## src/shared/epil_pkg.sv

```systemverilog
// package for the external pin interrupt latch: register map and constants
package epil_pkg;

    // register index/byte offset of the status/control word
    localparam logic [3:0] ADDR_STATUS_CTRL = 4'h0;
    // break flag control register (break_clear_enable in bit 0)
    localparam logic [3:0] ADDR_BREAK_CTRL  = 4'h4;

    // field positions of pin_interrupt_status_control
    localparam int BIT_TRIG_SEL    = 0;
    localparam int BIT_REQ_MASK    = 1;
    localparam int BIT_LATCH_CLR   = 2;
    localparam int BIT_PENDING     = 3;
    // field position in break_flag_control_register
    localparam int BIT_BRK_CLR_EN  = 0;

    // reset values
    localparam logic RST_TRIG_SEL   = 1'b0;
    localparam logic RST_REQ_MASK   = 1'b0;
    localparam logic RST_BRK_CLR_EN = 1'b0;
    localparam logic RST_LATCH      = 1'b0;

    // vector pair fetched for this request
    localparam logic [15:0] VEC_ADDR_HI = 16'hfffa;
    localparam logic [15:0] VEC_ADDR_LO = 16'hfffb;

    // sensitivity selected by the trigger-select bit
    typedef enum logic [0:0]
    {
        EPIL_EDGE_ONLY  = 1'b0,
        EPIL_EDGE_LEVEL = 1'b1
    } epil_trig_t;

endpackage : epil_pkg

```

## src/rtl/epil_latch.sv

```systemverilog
// external pin interrupt latch with status/control register port
//
// Design decisions made here: the register offsets and strobed register access.
`timescale 1ns/100ps

// Operation
// a low on the interrupt pin latches a request.
// vector fetch of this interrupt clears the latch.
// writing one to the latch-clear strobe clears the latch.
// reset clears latch and trigger-select even with pin low.
// falling edges always trigger; trigger-select adds low-level sensitivity.
// edge-only: request holds until fetch, software clear or reset.
// edge-and-level: clears only after acknowledge and pin high, any order.
// edge-and-level: request stays pending while pin is low.
// set request mask blocks forwarding to priority logic.
// cpu global interrupt mask also blocks this request.
// falling edge after software clear latches a new request.
// taken request loads pc from vector pair fffa/fffb.
// pending flag ignores the request mask.
// software should mask level requests inside its service routine.
// software may clear the latch before leaving its service routine.
// with break-clear enable set, break-state clear works and sticks.
// with break-clear enable clear, break-state clear does nothing.
// latch-clear strobe is write-only, reads zero, reset clear.
// trigger-select one is edge plus level, zero edge only.
// writing one to mask disables requests; reset clears mask.
// pending flag is read-only, reads one while request pending.
// pin is synchronised and falling edge found against previous sample.
module epil_latch
    import epil_pkg::*;
(
    input  wire logic        clk_sys,
    input  wire logic        sys_rst,
    input  wire logic        irq_pin_n,
    input  wire logic        vector_fetch,
    input  wire logic        cpu_int_mask,
    input  wire logic        break_state,
    input  wire logic [3:0]  reg_addr,
    input  wire logic [7:0]  reg_wdata,
    input  wire logic        reg_wr,
    input  wire logic        reg_rd,
    output logic      [7:0]  reg_rdata,
    output logic             irq_to_cpu,
    output logic      [15:0] vector_addr
);

    logic       pin_meta_ff;
    logic       pin_sync_ff;
    logic       pin_prev_ff;
    logic       latch_ff;
    logic       ack_seen_ff;
    logic       trig_sel_ff;
    logic       req_mask_ff;
    logic       brk_clr_en_ff;
    logic [7:0] rdata_ff;
    logic       fall_edge;
    logic       wr_status;
    logic       sw_clear;
    logic       ack;
    logic       level_hold;
    logic       pending;
    logic       nxt_latch;
    logic       nxt_ack_seen;

    // two-stage synchroniser; first stage read only by the second and by a_sync_edge.
    // no reset: the chain keeps tracking the pin during reset, so a pin
    // held low across reset is not mistaken for a fresh falling edge
    always_ff @(posedge clk_sys)
    begin
        pin_meta_ff <= irq_pin_n;
        pin_sync_ff <= pin_meta_ff;
        pin_prev_ff <= pin_sync_ff;
    end

    assign fall_edge = pin_prev_ff & ~pin_sync_ff;
    assign wr_status = reg_wr && (reg_addr == ADDR_STATUS_CTRL);
    // break state ignores the software clear unless enabled
    assign sw_clear  = wr_status && reg_wdata[BIT_LATCH_CLR]
                       && (!break_state || brk_clr_en_ff); // see R16
    assign ack       = vector_fetch || sw_clear; // see R2
    assign level_hold = (trig_sel_ff == EPIL_EDGE_LEVEL) && !pin_sync_ff;

    // latch logic: a new edge wins over a clear in the same cycle
    always_comb
    begin
        nxt_latch    = latch_ff;
        nxt_ack_seen = ack_seen_ff;
        if (trig_sel_ff == EPIL_EDGE_ONLY)
        begin
            nxt_ack_seen = 1'b0;
            if (ack)
                nxt_latch = 1'b0;
        end
        else
        begin
            if (ack)
                nxt_ack_seen = 1'b1;
            // both acknowledge and pin high needed, either order
            if ((ack || ack_seen_ff) && pin_sync_ff)
            begin
                nxt_latch    = 1'b0;
                nxt_ack_seen = 1'b0;
            end
        end
        if (fall_edge)
        begin
            nxt_latch    = 1'b1; // see R1 see R5
            nxt_ack_seen = 1'b0;
        end
    end

    always_ff @(posedge clk_sys)
    begin
        if (sys_rst)
        begin
            latch_ff    <= RST_LATCH;
            ack_seen_ff <= 1'b0;
        end
        else
        begin
            latch_ff    <= nxt_latch;
            ack_seen_ff <= nxt_ack_seen;
        end
    end

    // in edge-and-level mode pending also covers a held-low level so the request stays up while the pin is low
    assign pending = latch_ff || level_hold;

    always_ff @(posedge clk_sys)
    begin
        if (sys_rst)
        begin
            trig_sel_ff <= RST_TRIG_SEL; // see R4
            req_mask_ff <= RST_REQ_MASK;
        end
        else if (wr_status)
        begin
            trig_sel_ff <= reg_wdata[BIT_TRIG_SEL];
            req_mask_ff <= reg_wdata[BIT_REQ_MASK];
        end
    end

    always_ff @(posedge clk_sys)
    begin
        if (sys_rst)
            brk_clr_en_ff <= RST_BRK_CLR_EN;
        else if (reg_wr && (reg_addr == ADDR_BREAK_CTRL))
            brk_clr_en_ff <= reg_wdata[BIT_BRK_CLR_EN];
    end

    // read data valid the cycle after the strobe; unmapped reads zero
    always_ff @(posedge clk_sys)
    begin
        if (sys_rst)
            rdata_ff <= 8'h00;
        else if (reg_rd)
        begin
            rdata_ff <= 8'h00;
            if (reg_addr == ADDR_STATUS_CTRL)
            begin
                rdata_ff[BIT_TRIG_SEL]  <= trig_sel_ff;
                rdata_ff[BIT_REQ_MASK]  <= req_mask_ff;
                rdata_ff[BIT_LATCH_CLR] <= 1'b0;
                rdata_ff[BIT_PENDING]   <= pending; // see R13
            end
            else if (reg_addr == ADDR_BREAK_CTRL)
                rdata_ff[BIT_BRK_CLR_EN] <= brk_clr_en_ff;
        end
        else
            rdata_ff <= 8'h00;
    end

    assign reg_rdata = rdata_ff;

    // the cpu global mask gates this request like every other source
    assign irq_to_cpu  = pending && !req_mask_ff
                         && !cpu_int_mask;
    assign vector_addr = VEC_ADDR_HI;

    a_edge_latches: assert property (
        @(posedge clk_sys) disable iff (sys_rst)
        fall_edge |=> pending)
        else $error("falling edge did not latch a request");

    a_edge_only_sens: assert property (
        @(posedge clk_sys) disable iff (sys_rst)
        (trig_sel_ff == EPIL_EDGE_ONLY) |-> (pending == latch_ff))
        else $error("edge-only mode reported a level request");

    a_fetch_clears: assert property (
        @(posedge clk_sys) disable iff (sys_rst)
        (vector_fetch && !fall_edge && trig_sel_ff == EPIL_EDGE_ONLY)
        |=> !latch_ff)
        else $error("vector fetch did not clear edge latch");

    a_sw_clear: assert property (
        @(posedge clk_sys) disable iff (sys_rst)
        (sw_clear && !fall_edge && trig_sel_ff == EPIL_EDGE_ONLY)
        |=> !latch_ff)
        else $error("software clear did not clear latch");

    a_edge_holds: assert property (
        @(posedge clk_sys) disable iff (sys_rst)
        (trig_sel_ff == EPIL_EDGE_ONLY && latch_ff && !ack) |=> latch_ff)
        else $error("edge latch dropped without acknowledge");

    a_level_clears: assert property (
        @(posedge clk_sys) disable iff (sys_rst)
        (trig_sel_ff == EPIL_EDGE_LEVEL && (ack || ack_seen_ff)
         && pin_sync_ff) |=> !latch_ff)
        else $error("level latch stuck after acknowledge and pin high");

    a_level_holds: assert property (
        @(posedge clk_sys) disable iff (sys_rst)
        (trig_sel_ff == EPIL_EDGE_LEVEL && !pin_sync_ff) |-> pending)
        else $error("level request dropped while pin low");

    a_level_needs_both: assert property (
        @(posedge clk_sys) disable iff (sys_rst)
        (trig_sel_ff == EPIL_EDGE_LEVEL && latch_ff && !pin_sync_ff
         && !ack_seen_ff && !ack) |=> latch_ff)
        else $error("level latch cleared without acknowledge");

    a_mask_blocks: assert property (
        @(posedge clk_sys) disable iff (sys_rst)
        (req_mask_ff || cpu_int_mask) |-> !irq_to_cpu)
        else $error("masked request reached the cpu");

    a_unmasked_fwd: assert property (
        @(posedge clk_sys) disable iff (sys_rst)
        (pending && !req_mask_ff && !cpu_int_mask) |-> irq_to_cpu)
        else $error("unmasked pending request not forwarded");

    a_cpu_mask: assert property (
        @(posedge clk_sys) disable iff (sys_rst)
        (cpu_int_mask && pending) |-> !irq_to_cpu)
        else $error("global mask did not block the request");

    a_edge_sets_latch: assert property (
        @(posedge clk_sys) disable iff (sys_rst)
        fall_edge |=> latch_ff)
        else $error("falling edge lost against an acknowledge");

    a_pend_masked: assert property (
        @(posedge clk_sys) disable iff (sys_rst)
        (reg_rd && reg_addr == ADDR_STATUS_CTRL && req_mask_ff && pending)
        |=> reg_rdata[BIT_PENDING])
        else $error("masked pending request hidden from the flag");

    a_pend_reads: assert property (
        @(posedge clk_sys) disable iff (sys_rst)
        (reg_rd && reg_addr == ADDR_STATUS_CTRL)
        |=> (reg_rdata[BIT_PENDING] == $past(pending)))
        else $error("pending flag read back wrong");

    a_break_protect: assert property (
        @(posedge clk_sys) disable iff (sys_rst)
        (wr_status && reg_wdata[BIT_LATCH_CLR] && break_state
         && !brk_clr_en_ff && !vector_fetch && latch_ff) |=> latch_ff)
        else $error("break-state clear altered the latch");

    a_break_clear: assert property (
        @(posedge clk_sys) disable iff (sys_rst)
        (wr_status && reg_wdata[BIT_LATCH_CLR] && break_state
         && brk_clr_en_ff && trig_sel_ff == EPIL_EDGE_ONLY && !fall_edge)
        |=> !latch_ff)
        else $error("enabled break-state clear left the latch set");

    a_reset_clears: assert property (
        @(posedge clk_sys)
        sys_rst |=> (!latch_ff && !trig_sel_ff && !req_mask_ff))
        else $error("reset left latch or controls set");

    a_read_strobe0: assert property (
        @(posedge clk_sys) disable iff (sys_rst)
        1'b1 |-> !reg_rdata[BIT_LATCH_CLR])
        else $error("latch-clear strobe read back as one");

    a_trig_write: assert property (
        @(posedge clk_sys) disable iff (sys_rst)
        wr_status |=> (trig_sel_ff == $past(reg_wdata[BIT_TRIG_SEL])))
        else $error("trigger select did not take the written value");

    a_mask_write: assert property (
        @(posedge clk_sys) disable iff (sys_rst)
        wr_status |=> (req_mask_ff == $past(reg_wdata[BIT_REQ_MASK])))
        else $error("request mask did not take the written value");

    a_sync_edge: assert property (
        @(posedge clk_sys) disable iff (sys_rst)
        (pin_sync_ff && !pin_meta_ff) |=> fall_edge)
        else $error("synchronised falling edge not detected");

    a_rdata_idle: assert property (
        @(posedge clk_sys) disable iff (sys_rst)
        !reg_rd |=> (reg_rdata == 8'h00))
        else $error("read data stood outside its read cycle");

    c_edge_req:  cover property (@(posedge clk_sys) fall_edge ##1 irq_to_cpu);
    c_level_any: cover property (@(posedge clk_sys)
        trig_sel_ff && ack && !pin_sync_ff ##[1:20] !latch_ff);
    c_break_clr: cover property (@(posedge clk_sys)
        sw_clear && break_state);
    c_masked:    cover property (@(posedge clk_sys) pending && req_mask_ff);
    c_fetch_clr: cover property (@(posedge clk_sys)
        vector_fetch && latch_ff ##1 !latch_ff);

endmodule : epil_latch

```

## config.mk

```make
export PLATFORM = sky130hd
export DESIGN_NAME = epil_latch
export DESIGN_NICKNAME = d
export VERILOG_FILES = /design/src/shared/epil_pkg.sv /design/src/rtl/epil_latch.sv
export SDC_FILE = /design/constraint.sdc
export NUM_CORES = 1
export LEC_CHECK = 0
export ABC_AREA = 0
export BUFFER_PORTS_ARGS = -buffer_cell sky130_fd_sc_hd__buf_2
export CAP_MARGIN = 20
export CORE_AREA = 2 2 42 44
export CTS_CLUSTER_DIAMETER = 50
export CTS_CLUSTER_SIZE = 24
export DETAILED_ROUTE_END_ITERATION = 16
export DIE_AREA = 0 0 44 46
export PLACE_DENSITY = 0.87
export SETUP_SLACK_MARGIN = 0.3
export SLEW_MARGIN = 15
export SYNTH_ARGS = -nofsm -noshare
export SYNTH_HDL_FRONTEND = slang
export SYNTH_SLANG_ARGS = --single-unit
```

## constraint.sdc

```tcl
create_clock -name clk_sys -period 2.25 [get_ports clk_sys]
set_input_delay 0.45 -clock clk_sys [delete_from_list [all_inputs] [get_ports clk_sys]]
set_output_delay 0.45 -clock clk_sys [all_outputs]
set_load 0.02 [all_outputs]
```

==> results.md, run 1 <==
Cells and area
• **Diodes inserted** 0
• **Fill cells** 169
• **Layout Area Growth over Synthesis** 8.78%
• **ratio of cells with drive above 1 in the final layout** 29.8%
• **total area of multi-input combinational cells** 270 sq um
• **register area** 220 sq um
• **final cell count without fillers** 101
• **Final nets** 105

Yosys
• **count of state elements after synthesis** 11
• **number of warnings issued by yosys** 0
• **area fraction of the dominant cell type after synthesis** 37.7%
• **Avg Inst Size Synth** 9.13 sq um
• **post-synth top area cell** sky130_fd_sc_hd__dfxtp_1
• **number of enable flip-flop cells after synthesis** 0
• **distinct cell type count after synthesis** 23
• **fraction of the yosys area taken by sequential cells** 37.7%
• **cells after synthesis** 64
• **dominant cell by count in the synthesized netlist** sky130_fd_sc_hd__buf_4
• **Synth area leaders** sky130_fd_sc_hd__dfxtp_1 (38%), sky130_fd_sc_hd__buf_4 (27%), sky130_fd_sc_hd__a21oi_1 (5.1%)
• **top cells by instance count after synthesis** sky130_fd_sc_hd__buf_4 (21), sky130_fd_sc_hd__dfxtp_1 (11), sky130_fd_sc_hd__a21oi_1 (6)
• **share of synthesized registers carrying an async set or reset** 0%
• **commonest register cell after synthesis** sky130_fd_sc_hd__dfxtp_1
• **Synth Cell Area** 584 sq um

Critical path
• **startpoint kind of the worst setup timing path** register
• **path depth of the worst reg2reg path** 3
• **worst reg-to-reg setup slack** 1.12 ns
• **number of cells on the critical path** 4
• **highest fanout seen on the critical path** 5
• **Slowest cell on crit path** sky130_fd_sc_hd__dfxtp_1
• **Reg-to-Reg Start** brk_clr_en_ff$_SDFFE_PP0P_
• **Worst Path Buf+Inv** 2
• **reg-to-reg endpoint** latch_ff$_SDFFE_PP0P_
• **Worst path max stage delay** 0.37 ns
• **Critical Setup Path Class** reg -> out
• **critical path data arrival time** 1.15 ns
• **crit path from** pin_sync_ff$_DFF_P_
• **sequence of cells on the critical path** inv_1, a21oi_1, nor3_1, buf_2
• **Worst setup EP type** output pin
• **Critical Path Sink** irq_to_cpu
• **gate family responsible for the most delay along the worst path** flip-flops
• **critical path data required time** 1.80 ns

Placement
• **number of buffers inserted by port buffering** 18
• **half-perimeter wire length of the detailed placement result** 789 um
• **Setup Slack @ Placement** 0.786 ns
• **number of instances in the placed design** 97
• **gp weighted congestion** 0.648

Timing
• **fraction of the cycle the final worst path needs** 70.9%
• **time the final worst path needs with I/O delays and setup** 1.60 ns
• **Fin Setup TNS** 0 ns
• **slack of the critical path** 0.655 ns
• **unrepaired setup endpoints after global routing** no
• **top achievable clock speed** 0.627 GHz
• **Final Hold Violating Endpoints** 0
• **final worst clock skew** 0.00735 ns
• **Slew Viols, Final** 0
• **Finish-stage setup viols** 0

Floorplanning
• **overall die height** 46 um
• **effective utilization at floorplan** 36.2%
• **Ports** 45
• **overall die area** 2020 sq um
• **core footprint** 1610 sq um
• **horizontal die dimension** 44 um
• **number of standard-cell rows in the floorplan** 15

Global route
• **GRT Total Usage** 10.4%
• **global-route wire length before repair** 1.49 mm
• **remaining global-route overflow** 0
• **vias in the first global route** 417
• **maximum number of pins on one net before global-route repair** 8
• **initial antenna violation count** 0

Power
• **total design power** 0.000398 W
• **P per Cell Area** 626 nW/um^2
• **static leakage power** 0.313 nW
• **Max IR drop VDD** 0.000318 V

Routing
• **remaining routing DRC violations** 0
• **DRT antenna net count** 0
• **initial detailed-routing violation count** 4
• **Pre-antenna DRT Iters** 2
• **total detailed-routing wirelength** 915 um
• **DR vias** 459
• **wire length per cell** 9.06 um
• **via-per-instance ratio** 4.54

CTS
• **Longest Clk Path Bufs** 2
• **number of clock sinks seen by CTS** 11
• **clock tree from TritonCTS** yes
• **Clock H-tree levels** 1
• **TritonCTS buffer count** 3
• **Worst-path clk slew** 0.06 ns
• **clock root cell** sky130_fd_sc_hd__clkbuf_4
• **worst-skew pair later-pin latency** 0.27 ns
• **post-cts resize count** 0
• **total setup buffers inserted after CTS** 0
• **hold buffer count at CTS** 0

Min path
• **cell count of the worst hold path** 1
• **class of the tightest hold or removal check** in -> reg

Flow run
• **number of max-cap violations** 0

Run status
• **outcome** completed

final cells by class:
| type | count | share of cell area, % |
|---|---|---|
| Multi-Input combinational cell | 49 | 42.5 |
| Sequential cell | 11 | 34.6 |
| Inverter | 2 | 1.18 |
| Timing Repair Buffer | 18 | 14.2 |
| Tap cell | 17 | 3.35 |
| Clock buffer | 4 | 4.13 |
how the worst min path moves through the flow:
stage | startpoint | to | slack [ns]
after floorplan | pin_meta_ff$_DFF_P_ | pin_sync_ff$_DFF_P_ | 0.31
after global placement | pin_meta_ff$_DFF_P_ | pin_sync_ff$_DFF_P_ | 0.31
after detailed placement | pin_meta_ff$_DFF_P_ | pin_sync_ff$_DFF_P_ | 0.31
after CTS | irq_pin_n | pin_meta_ff$_DFF_P_ | 0.28
after global routing | irq_pin_n | pin_meta_ff$_DFF_P_ | 0.27
final | irq_pin_n | pin_meta_ff$_DFF_P_ | 0.29
sequential cells by signal (all words and copies together), names as in the netlist:
register,count
ack_seen_ff,1
brk_clr_en_ff,1
latch_ff,1
pin_meta_ff,1
pin_prev_ff,1
pin_sync_ff,1
reg_rdata,3
req_mask_ff,1
trig_sel_ff,1
per-layer routing:
metal / GRT usage [%] / vias to the layer above / part of all wire, %
met4: 3.64 / 0 / 1.1
met1: 7.38 / 210 / 32
met2: 21.5 / 25 / 56
li1: - / 222 / -
met5: 0 / - / 0
met3: 6.35 / 2 / 11
placed cells by master (no fill, tap or decap), drive strengths merged, types with 2 or more instances in the layout:
cell type,count
clkbuf,4
conb,21
a21oi,6
buf,18
nor3,2
nand3,3
o21ai,3
dfxtp,11
inv,2
nor4b,2
power by group:
group           total, W  internal, W  switching (W)
logic          0.0000646    0.0000165      0.0000482
registers       0.000203     0.000200     0.00000340
clock network   0.000130    0.0000685      0.0000616
cells by family (layout without fill, tap and decap cells):
group                  count (synthesis)  after routing  share of synthesized area [%]
AOI/OAI and AO/OA                     12             12                           13.5
DFF                                   11             11                           37.7
muxes                                  1              1                           1.71
and+or+nand+nor                       15             15                           17.6
other                                  2             21                           1.29
buffers and inverters                 23             24                           28.3
stage by stage:
stage / hold slack (ns) / util (%) / cell area, sq um
after floorplan: 0.310 / - / 656
after global placement: 0.312 / 37.8 / 609
after detailed placement: 0.312 / 37.8 / 609
after CTS: 0.276 / 39.4 / 636
after global routing: 0.268 / 39.4 / 636
final: 0.286 / 39.4 / 636
No activity file was read; power rests on OpenSTA's default activity.
==> inputs of run 2 (changes only) <==
--- a/config.mk
+++ b/config.mk
@@ -8,12 +8,12 @@
 export ABC_AREA = 0
 export BUFFER_PORTS_ARGS = -buffer_cell sky130_fd_sc_hd__buf_2
 export CAP_MARGIN = 20
-export CORE_AREA = 2 2 42 44
+export CORE_AREA = 2 2 43 45
 export CTS_CLUSTER_DIAMETER = 50
 export CTS_CLUSTER_SIZE = 24
 export DETAILED_ROUTE_END_ITERATION = 16
-export DIE_AREA = 0 0 44 46
-export PLACE_DENSITY = 0.87
+export DIE_AREA = 0 0 45 47
+export PLACE_DENSITY = 0.84
 export SETUP_SLACK_MARGIN = 0.3
 export SLEW_MARGIN = 15
 export SYNTH_ARGS = -nofsm -noshare
==> constraint.sdc (replaced) <==
create_clock -name clk_sys -period 1.5 [get_ports clk_sys]
set_input_delay 0.3 -clock clk_sys [delete_from_list [all_inputs] [get_ports clk_sys]]
set_output_delay 0.3 -clock clk_sys [all_outputs]
set_load 0.02 [all_outputs]
==> results.md, run 2 (synthesized netlist as in run 1, its figures left out) <==
Run status
• **outcome** completed

Routing
• **initial detailed-routing violation count** 1
• **Pre-antenna DRT Iters** 2
• **wire length per cell** 9.09 um
• **detailed route wirelength on metal2** 484 um
• **remaining routing DRC violations** 0
• **detailed-routed wire length on met3** 92 um
• **DRT antenna net count** 0
• **via-per-instance ratio** 4.56
• **top routing layer in use** met4
• **total detailed-routing wirelength** 927 um
• **DR vias** 465
• **routed length on met1** 325 um

CTS
• **worst-skew pair later-pin latency** 0.26 ns
• **TritonCTS buffer count** 3
• **clock root cell** sky130_fd_sc_hd__clkbuf_4
• **total setup buffers inserted after CTS** 0
• **clock tree from TritonCTS** yes
• **number of clock sinks seen by CTS** 11
• **Clock H-tree levels** 1
• **hold buffer count at CTS** 0
• **Worst-path clk slew** 0.07 ns
• **Longest Clk Path Bufs** 2

Critical path
• **Slowest cell on crit path** sky130_fd_sc_hd__dfxtp_4
• **highest fanout seen on the critical path** 5
• **critical path data required time** 1.20 ns
• **critical path data arrival time** 1.02 ns
• **worst reg-to-reg setup slack** 0.38 ns
• **Worst path max stage delay** 0.37 ns
• **sequence of cells on the critical path** inv_2, a21oi_2, nor3_2, buf_4
• **startpoint kind of the worst setup timing path** register
• **Worst setup EP type** output pin
• **reg-to-reg endpoint** latch_ff$_SDFFE_PP0P_
• **gate family responsible for the most delay along the worst path** flip-flops
• **path depth of the worst reg2reg path** 3
• **Critical Setup Path Class** reg -> out
• **Worst Path Buf+Inv** 2
• **Reg-to-Reg Start** brk_clr_en_ff$_SDFFE_PP0P_

Min path
• **cell count of the worst hold path** 1
• **class of the tightest hold or removal check** in -> reg
• **startpoint of the worst hold path** irq_pin_n
• **hold-critical path endpoint** pin_meta_ff$_DFF_P_

Global route
• **global-route wire length before repair** 1.48 mm
• **GRT Total Usage** 9.95%
• **remaining global-route overflow** 0
• **initial antenna violation count** 0
• **maximum number of pins on one net before global-route repair** 8
• **vias in the first global route** 425

Cells and area
• **ratio of cells with drive above 1 in the final layout** 37.6%
• **Final nets** 106
• **Fill cells** 169
• **Layout Area Growth over Synthesis** 13.1%
• **final cell count without fillers** 102
• **leading cell type in the layout, fill and taps excluded** sky130_fd_sc_hd__conb_1
• **Diodes inserted** 0
• **Finished Cell Area** 661 sq um
• **highest-count cells in the layout ignoring fill and taps** sky130_fd_sc_hd__conb_1 (21), sky130_fd_sc_hd__buf_2 (17), sky130_fd_sc_hd__dfxtp_1 (9)
• **flip-flop count of the largest register after layout** 3

Placement
• **area of placed instances** 622 sq um
• **number of buffers inserted by port buffering** 18
• **gp weighted congestion** 0.695
• **number of instances in the placed design** 98
• **half-perimeter wire length of the detailed placement result** 781 um

Timing
• **time the final worst path needs with I/O delays and setup** 1.32 ns
• **unrepaired setup endpoints after global routing** yes
• **final worst clock skew** 0.00642 ns
• **Final Hold Violating Endpoints** 0
• **fraction of the cycle the final worst path needs** 88.3%
• **top achievable clock speed** 0.755 GHz
• **Slew Viols, Final** 0
• **Fin Setup TNS** 0 ns
• **Finish-stage setup viols** 0
• **final-layout worst hold slack** 0.133 ns

Floorplanning
• **effective utilization at floorplan** 35.4%
• **number of standard-cell rows in the floorplan** 15
• **Ports** 45
• **overall die area** 2120 sq um
• **core footprint** 1650 sq um
• **overall die height** 47 um
• **horizontal die dimension** 45 um

Power
• **static leakage power** 0.323 nW
• **P per Cell Area** 904 nW/um^2
• **Max IR drop VDD** 0.000385 V

Flow run
• **number of max-cap violations** 0

[run 2: cell count changes in the layout (fill, tap and decap cells not counted), sizes merged]
| cell | before | now |
|---|---|---|
| buf | 18 | 19 |
| clkbuf | 4 | 3 |
| clkinv | 0 | 1 |
[run 2: power by group]
| group | internal [W] | switching (W) |
|---|---|---|
| combinational | 0.0000271 | 0.0000733 |
| clock | 0.0000985 | 0.0000936 |
| sequential | 0.000299 | 0.00000609 |
[run 2: cell type report]
class / count / area (sq um) / share of cell area (%)
clock buffers: 3 / 22.5 / 3.41
clock inverters: 1 / 5.00 / 0.758
inverters: 2 / 7.51 / 1.14
multi-input cells: 49 / 279 / 42.2
flip-flops and latches: 11 / 225 / 34.1
well taps: 17 / 21.3 / 3.22
repair buffers: 19 / 100 / 15.2
[run 2: worst max-delay path by stage]
stage / start / endpoint / slack, ns / cells after the start
3_5_place_dp: reg_addr[1] / req_mask_ff$_SDFFE_PP0N_ / 0.20 / 4
2_1_floorplan: reg_addr[1] / brk_clr_en_ff$_SDFFE_PP0P_ / 0.37 / 3
4_1_cts: pin_sync_ff$_DFF_P_ / irq_to_cpu / 0.16 / 4
6_report: pin_sync_ff$_DFF_P_ / irq_to_cpu / 0.18 / 4
3_3_place_gp: reg_addr[1] / brk_clr_en_ff$_SDFFE_PP0P_ / 0.21 / 4
5_1_grt: pin_sync_ff$_DFF_P_ / irq_to_cpu / 0.11 / 4
[run 2: metrics by stage]
step                setup WS (ns)  power, W  util, %
floorplan                   0.371  0.000419        -
global placement            0.211  0.000407     37.7
detailed placement          0.203  0.000410     37.7
CTS                         0.159  0.000609     39.8
global route                0.114  0.000638     40.0
finish                      0.176  0.000597     40.0
[run 2: worst register-to-register path, delay by kind of cell, from the launching register on]
kind	cells	cell delay, ns
AO/OA/AOI/OAI	2	0.58
flip-flops	1	0.32
AND/OR/NAND/NOR	1	0.14
[run 2: timing repair]
| item | in CTS | in global routing |
|---|---|---|
| endpoints found under the setup margin | 1 | 1 |
| gates resized for setup | 5 | 1 |
| pin swaps | 1 | 0 |
[run 2: layer usage]
| layer | vias up | global-route usage (%) |
|---|---|---|
| met4 | 0 | 4.12 |
| li1 | 225 | - |
| met2 | 25 | 19.1 |
| met3 | 2 | 6.15 |
| met1 | 213 | 7.98 |
| met5 | - | 0 |
